==> src/rtl/sdcmd_pkg.sv <==
// Package: constants and types for the SDRAM command interface
`default_nettype none
package sdcmd_pkg;
	localparam int ROW_W = 12;
	localparam int COL_W = 8;
	localparam int BANKS = 4;
	localparam int DQ_W = 32;
	localparam int MASK_W = 4;
	localparam int AP_BIT = 10;
	localparam int CLK_MHZ = 50;
	// Read mask-to-high-Z latency in clocks
	localparam int MASK_RD_LAT = 2;
	// Self refresh exit minimum in clocks
	localparam int SR_EXIT_CLKS = 2;
	// Internal self refresh interval, 15625 ns per row
	localparam int SR_INTERVAL_NS = 15625;
	localparam int SR_INTERVAL_CYC = SR_INTERVAL_NS * CLK_MHZ / 1000;
	localparam int SR_CNT_W = 10;
	localparam logic [11:0] MODE_RESET = 12'h000;
	localparam logic [11:0] REFRESH_ROW_RESET = 12'h000;
	localparam logic [2:0] BURST_LEN_FIELD_MSB = 3'h2;
	localparam int FIFO_DEPTH = 16;
	typedef enum logic [2:0] {
		SDCMD_NOP = 3'b000,
		SDCMD_ACT = 3'b001,
		SDCMD_RD = 3'b010,
		SDCMD_WR = 3'b011,
		SDCMD_BST = 3'b100,
		SDCMD_PRE = 3'b101,
		SDCMD_REF = 3'b110,
		SDCMD_MRS = 3'b111
	} sdcmd_cmd_t;
	typedef enum logic [1:0] {
		SDCMD_IDLE = 2'b00,
		SDCMD_BURST_RD = 2'b01,
		SDCMD_BURST_WR = 2'b10,
		SDCMD_SELFREF = 2'b11
	} sdcmd_state_t;
endpackage
`default_nettype wire

==> src/rtl/sdcmd_fifo.sv <==
// Synchronous FIFO with registered read data
`timescale 1ns/10ps
`default_nettype none
module sdcmd_fifo #(
	parameter int WIDTH = 32,
	parameter int DEPTH = 16
) (
	// Clock and reset
	input wire logic clk,
	input wire logic sys_rst,
	// Fill side
	input wire logic in_valid,
	output logic in_ready,
	input wire logic [WIDTH-1:0] in_data,
	// Drain side
	output logic out_valid,
	input wire logic out_ready,
	output logic [WIDTH-1:0] out_data
);
	localparam int AW = $clog2(DEPTH);
	logic [WIDTH-1:0] mem [DEPTH];
	logic [AW:0] wptr, rptr, next_wptr, next_rptr;
	logic do_wr, do_rd, next_out_valid;
	// ==========================================
	// Pointers
	always_comb
	begin
		in_ready = (wptr - rptr) != (AW+1)'(DEPTH);
		do_wr = in_valid && in_ready;
		do_rd = out_valid && out_ready;
		next_wptr = do_wr ? wptr + 1'b1 : wptr;
		next_rptr = do_rd ? rptr + 1'b1 : rptr;
		next_out_valid = next_wptr != next_rptr;
	end
	always_ff @(posedge clk or posedge sys_rst)
	begin
		if (sys_rst)
		begin
			wptr <= '0;
			rptr <= '0;
			out_valid <= 1'b0;
		end
		else
		begin
			wptr <= next_wptr;
			rptr <= next_rptr;
			out_valid <= next_out_valid;
		end
	end
	always_ff @(posedge clk)
	begin
		if (do_wr)
			mem[wptr[AW-1:0]] <= in_data;
	end
	// Data is shown before the pop so out_data stays registered
	// A word written into an empty FIFO bypasses the memory
	always_ff @(posedge clk or posedge sys_rst)
	begin
		if (sys_rst)
			out_data <= '0;
		else if (do_wr && next_rptr == wptr)
			out_data <= in_data;
		else
			out_data <= mem[next_rptr[AW-1:0]];
	end
endmodule
`default_nettype wire

==> src/rtl/sdcmd_core.sv <==
// Command decoder and bank sequencer of the SDRAM device
//
// Summary of operation
// - All inputs but sys_rst sampled on rising clock only
// - Chip select high blocks new commands
// - Decode strobes into eight commands
// - Refresh with clock gate low enters self refresh
// - Address bit ten selects one-shot auto precharge
// - Precharge all when bit ten high
// - Mode load takes opcode from address
// - Auto precharge closes row after burst
// - Read mask high floats lane two clocks later
// - Write mask blocks lane storage immediately
// - Burst terminate stops the latest burst
// - Refresh rows come from internal counter
// - Self refresh ignores all but clock gate
`timescale 1ns/10ps
`default_nettype none
module sdcmd_core (
	// Clock and reset
	input wire logic clk,
	input wire logic sys_rst,
	// Command pins, active low strobes
	input wire logic chip_sel_n,
	input wire logic row_strobe_n,
	input wire logic col_strobe_n,
	input wire logic write_strobe_n,
	input wire logic clk_gate,
	input wire logic [1:0] bank_sel,
	input wire logic [11:0] addr,
	input wire logic [3:0] data_mask,
	// Data pins
	input wire logic [31:0] dq_in,
	output logic [31:0] dq_out,
	output logic [3:0] dq_oe,
	// Array side: write stream through FIFO, read data back
	output logic arr_wr_valid,
	input wire logic arr_wr_ready,
	output logic [57:0] arr_wr_data,
	input wire logic [31:0] arr_rd_data,
	output logic [11:0] arr_rd_row,
	output logic [7:0] arr_rd_col,
	output logic [1:0] arr_rd_bank,
	// Status
	output logic [3:0] bank_open,
	output logic [11:0] mode_reg,
	output logic [11:0] refresh_row,
	output logic self_refresh,
	output logic refresh_pulse,
	output logic wr_stall
);
	// ==========================================
	// Input synchronisers
	logic [54:0] pin_s1, pin_s2;
	logic cs_n, ras_n, cas_n, we_n, cke;
	logic [1:0] ba;
	logic [11:0] a;
	logic [3:0] dqm;
	logic [31:0] dqi;
	// Pins cross from the pad domain; two stages before use
	always_ff @(posedge clk or posedge sys_rst)
	begin
		if (sys_rst)
		begin
			pin_s1 <= {1'b1, 54'h0};
			pin_s2 <= {1'b1, 54'h0};
		end
		else
		begin
			pin_s1 <= {chip_sel_n, row_strobe_n, col_strobe_n, write_strobe_n,
				clk_gate, bank_sel, addr, data_mask, dq_in};
			pin_s2 <= pin_s1;
		end
	end
	assign {cs_n, ras_n, cas_n, we_n, cke, ba, a, dqm, dqi} = pin_s2;

	// ==========================================
	// Command decode
	function automatic sdcmd_pkg::sdcmd_cmd_t decode(input logic c,
		input logic r, input logic k, input logic w);
		sdcmd_pkg::sdcmd_cmd_t d;
		d = sdcmd_pkg::SDCMD_NOP;
		if (!c)
		begin
			case ({r, k, w})
				3'b011: d = sdcmd_pkg::SDCMD_ACT;
				3'b101: d = sdcmd_pkg::SDCMD_RD;
				3'b100: d = sdcmd_pkg::SDCMD_WR;
				3'b110: d = sdcmd_pkg::SDCMD_BST;
				3'b010: d = sdcmd_pkg::SDCMD_PRE;
				3'b001: d = sdcmd_pkg::SDCMD_REF;
				3'b000: d = sdcmd_pkg::SDCMD_MRS;
				default: d = sdcmd_pkg::SDCMD_NOP;
			endcase
		end
		return d;
	endfunction
	sdcmd_pkg::sdcmd_cmd_t cmd;
	assign cmd = decode(cs_n, ras_n, cas_n, we_n);

	// ==========================================
	// State
	sdcmd_pkg::sdcmd_state_t state, next_state;
	logic [3:0] next_bank_open;
	logic [11:0] open_row [4];
	logic [11:0] next_open_row [4];
	logic [11:0] next_mode_reg, next_refresh_row;
	logic [7:0] col, next_col;
	logic [1:0] cur_bank, next_cur_bank;
	logic ap, next_ap;
	logic [3:0] beat, next_beat;
	logic [sdcmd_pkg::SR_CNT_W-1:0] sr_cnt, next_sr_cnt;
	logic [3:0] rd_en_pipe, next_rd_en_pipe;
	logic [3:0] mask_d1, next_mask_d1;
	logic next_refresh_pulse, next_self_refresh;
	logic [3:0] burst_len;
	logic burst_full, fifo_in_ready, wr_push;

	// Mode field 2:0 gives burst length; 7 is full page
	always_comb
	begin
		burst_full = mode_reg[2:0] == 3'h7;
		case (mode_reg[2:0])
			3'h0: burst_len = 4'h1;
			3'h1: burst_len = 4'h2;
			3'h2: burst_len = 4'h4;
			default: burst_len = 4'h8;
		endcase
	end

	always_comb
	begin
		next_state = state;
		next_bank_open = bank_open;
		next_open_row = open_row;
		next_mode_reg = mode_reg;
		next_refresh_row = refresh_row;
		next_col = col;
		next_cur_bank = cur_bank;
		next_ap = ap;
		next_beat = beat;
		next_sr_cnt = sr_cnt;
		next_refresh_pulse = 1'b0;
		next_self_refresh = self_refresh;
		wr_push = 1'b0;
		if (state == sdcmd_pkg::SDCMD_SELFREF)
		begin
			// Only clock gate is looked at here
			next_sr_cnt = sr_cnt + 1'b1;
			if (sr_cnt == sdcmd_pkg::SR_CNT_W'(
				sdcmd_pkg::SR_INTERVAL_CYC % 1024))
			begin
				next_sr_cnt = '0;
				next_refresh_row = refresh_row + 1'b1;
				next_refresh_pulse = 1'b1;
			end
			if (cke)
			begin
				next_state = sdcmd_pkg::SDCMD_IDLE;
				next_self_refresh = 1'b0;
			end
		end
		else
		begin
			// Bursts advance each clock
			if (state != sdcmd_pkg::SDCMD_IDLE)
			begin
				if (state == sdcmd_pkg::SDCMD_BURST_WR)
					wr_push = !dqm[0] || !dqm[1] || !dqm[2] || !dqm[3];
				next_col = col + 1'b1;
				next_beat = beat + 1'b1;
				if (!burst_full && beat + 1'b1 == burst_len)
				begin
					next_state = sdcmd_pkg::SDCMD_IDLE;
					if (ap)
						next_bank_open[cur_bank] = 1'b0;
					next_ap = 1'b0;
				end
			end
			case (cmd)
				sdcmd_pkg::SDCMD_ACT:
				begin
					next_bank_open[ba] = 1'b1;
					next_open_row[ba] = a;
				end
				sdcmd_pkg::SDCMD_RD, sdcmd_pkg::SDCMD_WR:
				begin
					next_state = (cmd == sdcmd_pkg::SDCMD_RD) ?
						sdcmd_pkg::SDCMD_BURST_RD : sdcmd_pkg::SDCMD_BURST_WR;
					next_cur_bank = ba;
					next_col = a[7:0];
					next_beat = '0;
					next_ap = a[sdcmd_pkg::AP_BIT];
				end
				sdcmd_pkg::SDCMD_BST:
				begin
					next_state = sdcmd_pkg::SDCMD_IDLE;
					if (ap)
						next_bank_open[cur_bank] = 1'b0;
					next_ap = 1'b0;
				end
				sdcmd_pkg::SDCMD_PRE:
				begin
					if (a[sdcmd_pkg::AP_BIT])
						next_bank_open = 4'h0;
					else
						next_bank_open[ba] = 1'b0;
				end
				sdcmd_pkg::SDCMD_REF:
				begin
					if (cke)
					begin
						next_refresh_row = refresh_row + 1'b1;
						next_refresh_pulse = 1'b1;
					end
					else
					begin
						next_state = sdcmd_pkg::SDCMD_SELFREF;
						next_self_refresh = 1'b1;
						next_sr_cnt = '0;
					end
				end
				sdcmd_pkg::SDCMD_MRS:
					next_mode_reg = a;
				default:
					next_ap = next_ap;
			endcase
		end
	end

	// Read mask pipe: high-Z follows mask by two clocks
	always_comb
	begin
		next_mask_d1 = dqm;
		next_rd_en_pipe = {rd_en_pipe[2:0], state == sdcmd_pkg::SDCMD_BURST_RD};
	end

	always_ff @(posedge clk or posedge sys_rst)
	begin
		if (sys_rst)
		begin
			state <= sdcmd_pkg::SDCMD_IDLE;
			bank_open <= 4'h0;
			for (int i = 0; i < 4; i++)
				open_row[i] <= 12'h000;
			mode_reg <= sdcmd_pkg::MODE_RESET;
			refresh_row <= sdcmd_pkg::REFRESH_ROW_RESET;
			col <= 8'h00;
			cur_bank <= 2'h0;
			ap <= 1'b0;
			beat <= 4'h0;
			sr_cnt <= '0;
			refresh_pulse <= 1'b0;
			self_refresh <= 1'b0;
			mask_d1 <= 4'hF;
			rd_en_pipe <= 4'h0;
		end
		else
		begin
			state <= next_state;
			bank_open <= next_bank_open;
			open_row <= next_open_row;
			mode_reg <= next_mode_reg;
			refresh_row <= next_refresh_row;
			col <= next_col;
			cur_bank <= next_cur_bank;
			ap <= next_ap;
			beat <= next_beat;
			sr_cnt <= next_sr_cnt;
			refresh_pulse <= next_refresh_pulse;
			self_refresh <= next_self_refresh;
			mask_d1 <= next_mask_d1;
			rd_en_pipe <= next_rd_en_pipe;
		end
	end

	// ==========================================
	// Data paths
	// Write entry: bank, row, column, lane enables, data
	logic [57:0] wr_word;
	assign wr_word = {cur_bank, open_row[cur_bank], col, ~dqm, dqi};

	sdcmd_fifo #(
		.WIDTH(58),
		.DEPTH(sdcmd_pkg::FIFO_DEPTH)
	) u_wr_fifo (
		.clk(clk),
		.sys_rst(sys_rst),
		.in_valid(wr_push),
		.in_ready(fifo_in_ready),
		.in_data(wr_word),
		.out_valid(arr_wr_valid),
		.out_ready(arr_wr_ready),
		.out_data(arr_wr_data)
	);

	// A full FIFO loses beats; stall flag tells the array side to drain
	always_ff @(posedge clk or posedge sys_rst)
	begin
		if (sys_rst)
		begin
			wr_stall <= 1'b0;
			dq_out <= 32'h0000_0000;
			dq_oe <= 4'h0;
			arr_rd_row <= 12'h000;
			arr_rd_col <= 8'h00;
			arr_rd_bank <= 2'h0;
		end
		else
		begin
			wr_stall <= !fifo_in_ready;
			arr_rd_row <= open_row[cur_bank];
			arr_rd_col <= col;
			arr_rd_bank <= cur_bank;
			dq_out <= arr_rd_data;
			for (int l = 0; l < 4; l++)
				dq_oe[l] <= rd_en_pipe[0] && !mask_d1[l];
		end
	end

	// ==========================================
	// Checks
	a_pre_all_closes: assert property (@(posedge clk) disable iff (sys_rst)
		cmd == sdcmd_pkg::SDCMD_PRE && a[10] && state != sdcmd_pkg::SDCMD_SELFREF
		|=> bank_open == 4'h0)
		else $error("precharge all left a bank open");
	a_act_opens_bank: assert property (@(posedge clk) disable iff (sys_rst)
		cmd == sdcmd_pkg::SDCMD_ACT && state != sdcmd_pkg::SDCMD_SELFREF
		|=> bank_open[$past(ba)])
		else $error("activate did not open bank");
	a_mode_load_op: assert property (@(posedge clk) disable iff (sys_rst)
		cmd == sdcmd_pkg::SDCMD_MRS && state != sdcmd_pkg::SDCMD_SELFREF
		|=> mode_reg == $past(a))
		else $error("mode load opcode not taken");
	a_deselect_holds: assert property (@(posedge clk) disable iff (sys_rst)
		cs_n && state == sdcmd_pkg::SDCMD_IDLE |=> mode_reg == $past(mode_reg)
		&& bank_open == $past(bank_open))
		else $error("deselected device changed state");
	a_selfref_entry: assert property (@(posedge clk) disable iff (sys_rst)
		cmd == sdcmd_pkg::SDCMD_REF && !cke && state == sdcmd_pkg::SDCMD_IDLE
		|=> self_refresh ##0 !cke [*2] |-> self_refresh)
		else $error("self refresh not entered");
	a_selfref_ignores: assert property (@(posedge clk) disable iff (sys_rst)
		state == sdcmd_pkg::SDCMD_SELFREF && !cke |=> $stable(bank_open)
		&& $stable(mode_reg))
		else $error("input acted in self refresh");
	a_auto_refresh_row: assert property (@(posedge clk) disable iff (sys_rst)
		cmd == sdcmd_pkg::SDCMD_REF && cke && state != sdcmd_pkg::SDCMD_SELFREF
		|=> refresh_row == $past(refresh_row) + 12'h001)
		else $error("refresh row not advanced");
	a_read_mask_lat: assert property (@(posedge clk) disable iff (sys_rst)
		dqm[0] |-> ##2 !dq_oe[0])
		else $error("masked read lane driven");
	a_ap_oneshot: assert property (@(posedge clk) disable iff (sys_rst)
		(cmd == sdcmd_pkg::SDCMD_RD || cmd == sdcmd_pkg::SDCMD_WR)
		&& state != sdcmd_pkg::SDCMD_SELFREF |=> ap == $past(a[10]))
		else $error("auto precharge flag wrong");
	a_bst_stops: assert property (@(posedge clk) disable iff (sys_rst)
		cmd == sdcmd_pkg::SDCMD_BST && state != sdcmd_pkg::SDCMD_SELFREF
		|=> state == sdcmd_pkg::SDCMD_IDLE)
		else $error("burst not terminated");
	c_read_burst: cover property (@(posedge clk) state == sdcmd_pkg::SDCMD_BURST_RD);
	c_write_push: cover property (@(posedge clk) wr_push);
	c_self_refresh: cover property (@(posedge clk) self_refresh ##1 !self_refresh);
	c_fifo_full: cover property (@(posedge clk) wr_stall);
endmodule
`default_nettype wire

==> config.mk <==
export PLATFORM = sky130hd
export DESIGN_NAME = sdcmd_core
export DESIGN_NICKNAME = d
export VERILOG_FILES = /design/src/rtl/sdcmd_pkg.sv /design/src/rtl/sdcmd_fifo.sv /design/src/rtl/sdcmd_core.sv
export SDC_FILE = /design/constraint.sdc
export NUM_CORES = 1
export LEC_CHECK = 0
export ABC_AREA = 1
export ABC_CLOCK_PERIOD_IN_PS = 14700
export BUFFER_PORTS_ARGS = -buffer_cell sky130_fd_sc_hd__buf_4
export CAP_MARGIN = 20
export CORE_AREA = 2 2 436 330
export DETAILED_ROUTE_END_ITERATION = 12
export DIE_AREA = 0 0 438 332
export GPL_ROUTABILITY_DRIVEN = 0
export SLEW_MARGIN = 15
export SYNTH_ARGS = -nofsm -noshare
export SYNTH_HDL_FRONTEND = slang
export SYNTH_SLANG_ARGS = --single-unit
==> constraint.sdc <==
create_clock -name clk -period 14.7 [get_ports clk]
set_input_delay 0.735 -clock clk [delete_from_list [all_inputs] [get_ports clk]]
set_output_delay 0.735 -clock clk [all_outputs]
set_load 0.05 [all_outputs]
# After elaboration in Yosys (flattened, before gate mapping)

Memories as Yosys holds them, arrays and structs flattened.
Index checks and enable logic that the tools add are counted.

Bits in latches: 0
Output and inout port bits: 148
Bits in read-only memories: 0
Input port bits: 90
Register bits: 348
Memories: 1
Word-level logic and storage cells: 180
Bits in writable memories: 928

Memory list:

| name          | words | width | read ports | clocked after Yosys merged registers in | write ports | line             | text |
|---|---|---|---|---|---|---|---|
| u_wr_fifo.mem | 16    | 58    | 1          | 0                                       | 1           | sdcmd_fifo.sv:21 | `logic [WIDTH-1:0] mem [DEPTH];` |

Add/subtract/negate cells: 7
Multipliers: 0
Equal/unequal tests: 27
Magnitude comparators: 7
Muxes and demuxes: 58
Bitwise operators: 10
Shift operators: 0
Reductions and logical operators: 41
Divide/modulo/power cells: 0

Operators by type and width:

| cell                  | number |
|---|---|
| $mux 12               | 7 |
| $mux 58               | 1 |
| $bwmux 48             | 1 |
| $mux 10               | 4 |
| $mux 4                | 8 |
| $bmux 12 s2           | 1 |
| $demux 12 s2          | 1 |
| $eq 3x3->1 const B    | 8 |
| $pmux 4 s3            | 2 |
| $pmux 3 s7            | 1 |
| $mux 1                | 17 |
| $mux 8                | 2 |
| $eq 3x2->1 const B    | 5 |
| $add 12x1->12 const B | 1 |
| $and 4x4->4           | 3 |
| $mux 2                | 6 |
| $not 4->4             | 3 |
| $logic_and 1x1->1     | 11 |
| $add 10x1->10 const B | 1 |
| $add 5x1->5 const B   | 2 |
| $eq 10x10->1 const B  | 1 |
| $logic_not 1->1       | 10 |
| $mux 5                | 2 |
| $reduce_and 2->1      | 5 |
| other kinds (29)      | 47 |

# Depth between registers and ports, before layout

Depth in word-level cells: 13
Gate-level depth with buffers: 16
Gate-level depth less buffers: 16

# By module

From an unflattened synthesis, not the netlist that was laid out.

Cell total of the unflattened synthesis: 4119
Area total of the unflattened synthesis: 50801.2 µm²

Modules (own cells, without submodules):

| module     | cells an instance | area an instance (µm²) | times used | sequential area each (µm²) |
|---|---|---|---|---|
| sdcmd_fifo | 3274              | 40903.0                | 1          | 29593.4 |
| sdcmd_core | 845               | 9898.2                 | 1          | 6989.2 |

# Worst setup path before layout

Ideal clock, no wire load.

Path kind: reg-to-reg
From: reg u_wr_fifo.wptr[2]
To: mem u_wr_fifo.mem[0][0], enable pin
Data required time: 14226 ps
Stages on the path, launching flop included: 11
Buffers on the path: 0
Clock period less this slack: 4477 ps
Data arrival time: 4003 ps
Setup time: 474 ps
Slack: 10223 ps
Cell sequence: dfrtp_1 > ha_1 > a21oi_1 > nand2_1 > nand2_1 > nand2_1 > nand2_1 > nor2_1 > nor2_2 > nand2_1 > nor2_1

Word-level cells in the longest chain between the ends: 5

RTL lines:

| element                      | line             | text |
|---|---|---|
| from (decl)                  | sdcmd_fifo.sv:22 | `logic [AW:0] wptr, rptr, next_wptr, next_rptr;` |
| from (signal assigned)       | sdcmd_fifo.sv:45 | `wptr <= next_wptr;` |
| $sub 5x5->5                  | sdcmd_fifo.sv:28 | `in_ready = (wptr - rptr) != (AW+1)'(DEPTH);` |
| $ne 5x5->1                   | sdcmd_fifo.sv:28 |  |
| $logic_and 1x1->1            | sdcmd_fifo.sv:29 | `do_wr = in_valid && in_ready;` |
| $mux 1                       | sdcmd_fifo.sv:52 | `if (do_wr)` |
| $mux 1 (implied by the code) | sdcmd_fifo.sv:53 | `mem[wptr[AW-1:0]] <= in_data;` |
| to (decl)                    | sdcmd_fifo.sv:21 |  |

Several ways; a longest one is shown, not always the timed one.

# Worst setup path after layout

From: reg state[0]
To: mem u_wr_fifo.mem[12][37], enable pin

Word-level cells in the longest chain between the ends: 7
Elaborated cells on any way between the ends: 9
Those cells by class: eq/ne: 2; mux: 5; reduce/logical: 2

RTL lines:

| element                        | line              | text |
|---|---|---|
| from (decl)                    | sdcmd_core.sv:103 | `sdcmd_pkg::sdcmd_state_t state, next_state;` |
| from (signal assigned)         | sdcmd_core.sv:242 | `state <= sdcmd_pkg::SDCMD_IDLE;` |
| from (signal assigned)         | sdcmd_core.sv:260 | `state <= next_state;` |
| $eq 2x2->1                     | sdcmd_core.sv:168 | `if (state == sdcmd_pkg::SDCMD_BURST_WR)` |
| $mux 1                         | sdcmd_core.sv:168 |  |
| $mux 1                         | sdcmd_core.sv:166 | `if (state != sdcmd_pkg::SDCMD_IDLE)` |
| $mux 1 *                       | sdcmd_core.sv:146 | `if (state == sdcmd_pkg::SDCMD_SELFREF)` |
| $logic_and 1x1->1 *            | sdcmd_fifo.sv:29  |  |
| $mux 1 *                       | sdcmd_fifo.sv:52  |  |
| $mux 1 (implied by the code) * | sdcmd_fifo.sv:53  |  |

Every way passes the cells marked *; elsewhere a longest branch is shown, timed or not.

==> impl_metrics.yaml <==
floorplan:
  start_util_pct: 34.7
  rows: 120
  die_w_microns: 438
  core-area_sq_um: 141000
  die_area_sq_um: 145000
  die_h_microns: 332
  io_pins: 238
clock_network:
  clk_pin_slew_ps: 70
  cts_resized: 0
  htreeDepth: 3
  cts_tree: "done"
  cts_buffer_depth: 3
  clk_latency_ps: 740
  cts-root-buf: "clkbuf_16"
  cts_hold_buf: 0
  numClockSinks: 1276
  cts_setup_buffers: 0
  numCtsBuffers: 118
power:
  p_leak_uw: 0.0214
  powerDensity_nw_per_um2: 207
  vdd_drop_max_mv: 0.167
logic_synthesis:
  synth_compound_area_share_pct: 12.5
  synthMuxAreaShare_pct: 0
  ys_ff_latch: 1276
  ys_types: 42
  yosysSeqAreaShare_pct: 74.5
  synth_xor_area_share_pct: 0.461
  syn_area_per_cell_sq_um: 12.6
  synth_top_family_by_area: "compound AO/OA/AOI/OAI gates"
  async_flop_share_pct: 27.3
  synth-main-ff-cell: "edfxtp_1"
  synth-edff-count: 928
  synthCells: 3894
  syn_area_sq_um: 49100
  synth_fp_nets: 4001
  synthAdderAreaFrac_pct: 0.433
  yosys.area_share.simple_pct: 7.63
  synth.yosys.warnings: 0
global_routing:
  grt_pass1_wl_microns: 191000
  grt_usage_pct: 17.2
  overflow: 0
  grt_max_degree: 163
  antenna_found_initial: 2
  grt_pass1_vias: 29000
timing:
  rsz0062_at_grt: "no"
  tns_ps: 0
  worst_pin_slew_ps: 1180
  max_freq_mhz: 223
  period_share_pct: 30.5
  maxSlewHeadroom_pct: 21.1
  slew_violations: 0
  fin_crit_ps: 4490
  setup_viol_count_final: 0
  hold_viol: 0
  finClkSkew_ps: 27.4
critical_path:
  critPathKind: "reg -> reg"
  cp-end-kind: "register"
  crit_top_cell: "nand2_1"
  cpPeakStageDelay_ps: 860
  worstReg2RegStart: "state[0]$_DFFE_PP0P_"
  crit_start: "state[0]$_DFFE_PP0P_"
  crit_path_top_delay_cell: "buf_4"
  critPathLaunchType: "register"
  arrival_ps: 4840
  worstPathRequired_ps: 15050
  crit_fanout: 40
  crit_chain: "inv_2 > nand2_1 > a31oi_2 > inv_1 > nor2_2 > nand2_1 > nor2_4 > buf_4"
detailed_routing:
  vias: 30500
  first_iter_violations: 2930
  final_antenna_net_count: 0
  post_drt_wl_per_cell_microns: 21.1
  first_pass_iters: 6
  drcViolationCount: 0
  wirelength_microns: 128000
  viasPerCell: 5.03
placed_design:
  placed_cells: 5846
  hpwl_microns: 64600
  io_buffers: 237
  placed_area_sq_um: 52900
worst_hold_path:
  hold_class: "in -> reg"
  hold_start: "addr[8]"
final_layout:
  mostFrequentLayoutCells: "edfxtp_1 (928), o21ai_0 (503), nand2_1 (438)"
  drive_gt1_share_pct: 12.6
  instances_no_fill: 6074
  design_area_sq_um: 57100
  syn2layout_area_growth_pct: 16.1
  finalNetCount: 4186
  final_common_cell: "edfxtp_1"
  largest_register_ffs: 928
flow_run:
  maxCapViolCount: 0
outcome:
  run_status: "finished, final reports clean"
[report_power, final]
group / internal (uW) / switching, uW / total, uW
clock network: 1830 / 1390 / 3220
logic: 1110 / 2820 / 3930
registers: 4350 / 299 / 4650
[cells by family after synthesis]
kind of cell / after synthesis
buf+inv: 562
flops: 1276
xor+xnor: 25
compound gates: 1091
simple gates: 923
fa+ha+maj: 17
[critical path, delay by kind of cell, from the launching register on]
| family | cells | cell delay (ps) |
|---|---|---|
| flip-flops | 1 | 440 |
| buffers and inverters | 3 | 1070 |
| AO/OA/AOI/OAI | 1 | 790 |
| AND/OR/NAND/NOR | 4 | 1690 |
[layer usage]
layer,up-vias,routed length (microns),GRT usage [%]
li1,14200,-,-
met1,15100,57400,24.9
met2,1058,58200,26.8
met3,174,9680,3.49
met4,0,2590,3.89
met5,-,0,0
[metrics by stage]
| step | setup WS (ps) | power (uW) | hold slack, ps | utilization, % |
|---|---|---|---|---|
| 3_3_place_gp | 10230 | 8600 | 332 | 37.4 |
| 3_5_place_dp | 10140 | 8650 | 335 | 37.4 |
| 6_report | 10210 | 11800 | 94.0 | 40.3 |
| 4_1_cts | 10220 | 11900 | 33.0 | 40.3 |
| 2_1_floorplan | 4320 | 7380 | 331 | - |
| 5_1_grt | 10010 | 12500 | 38.9 | 40.3 |
[cells in the mapped netlist, types with 6 or more instances]
cell	n	area share, %
a21oi_1	264	2.7
a22oi_1	22	0.34
buf_1	22	0.17
buf_2	46	0.47
clkbuf_1	144	1.1
dfrtp_1	342	17
dfstp_2	6	0.32
edfxtp_1	928	57
ha_1	17	0.43
inv_1	331	2.5
inv_2	10	0.076
nand2_1	439	3.4
nand2_2	6	0.076
nand3_1	144	1.5
nand4_1	13	0.17
nor2_1	301	2.3
nor3_1	9	0.092
o211ai_1	232	3.5
o21ai_0	503	5.1
o21ai_1	54	0.55
xor2_1	20	0.36
[final timing paths]
path | slack, ps | endpoint | cells past startpoint
setup reg to reg | 10210 | u_wr_fifo.mem[12][37]$_DFFE_PP_ | 8
setup / recovery | 10210 | u_wr_fifo.mem[12][37]$_DFFE_PP_ | 8
min in group asynchronous | 140 | dq_out[13]$_DFF_PP0_ | 2
max in group asynchronous | 13050 | pin_s2[14]$_DFF_PP0_ | 3
hold / removal | 90 | pin_s1[44]$_DFF_PP0_ | 1
hold reg to reg | 350 | pin_s2[33]$_DFF_PP0_ | 0
[final cells by class]
type / instances / area, sq um
Fill cell: 13200 / 84400
Clock buffer: 150 / 3270
Tap cell: 1891 / 2370
Clock inverter: 73 / 826
Antenna cell: 1 / 2.50
Inverter: 342 / 1300
Multi-Input combinational cell: 2056 / 10500
Sequential cell: 1276 / 36600
Timing Repair Buffer: 285 / 2210
No activity file was read; power rests on OpenSTA's default activity.
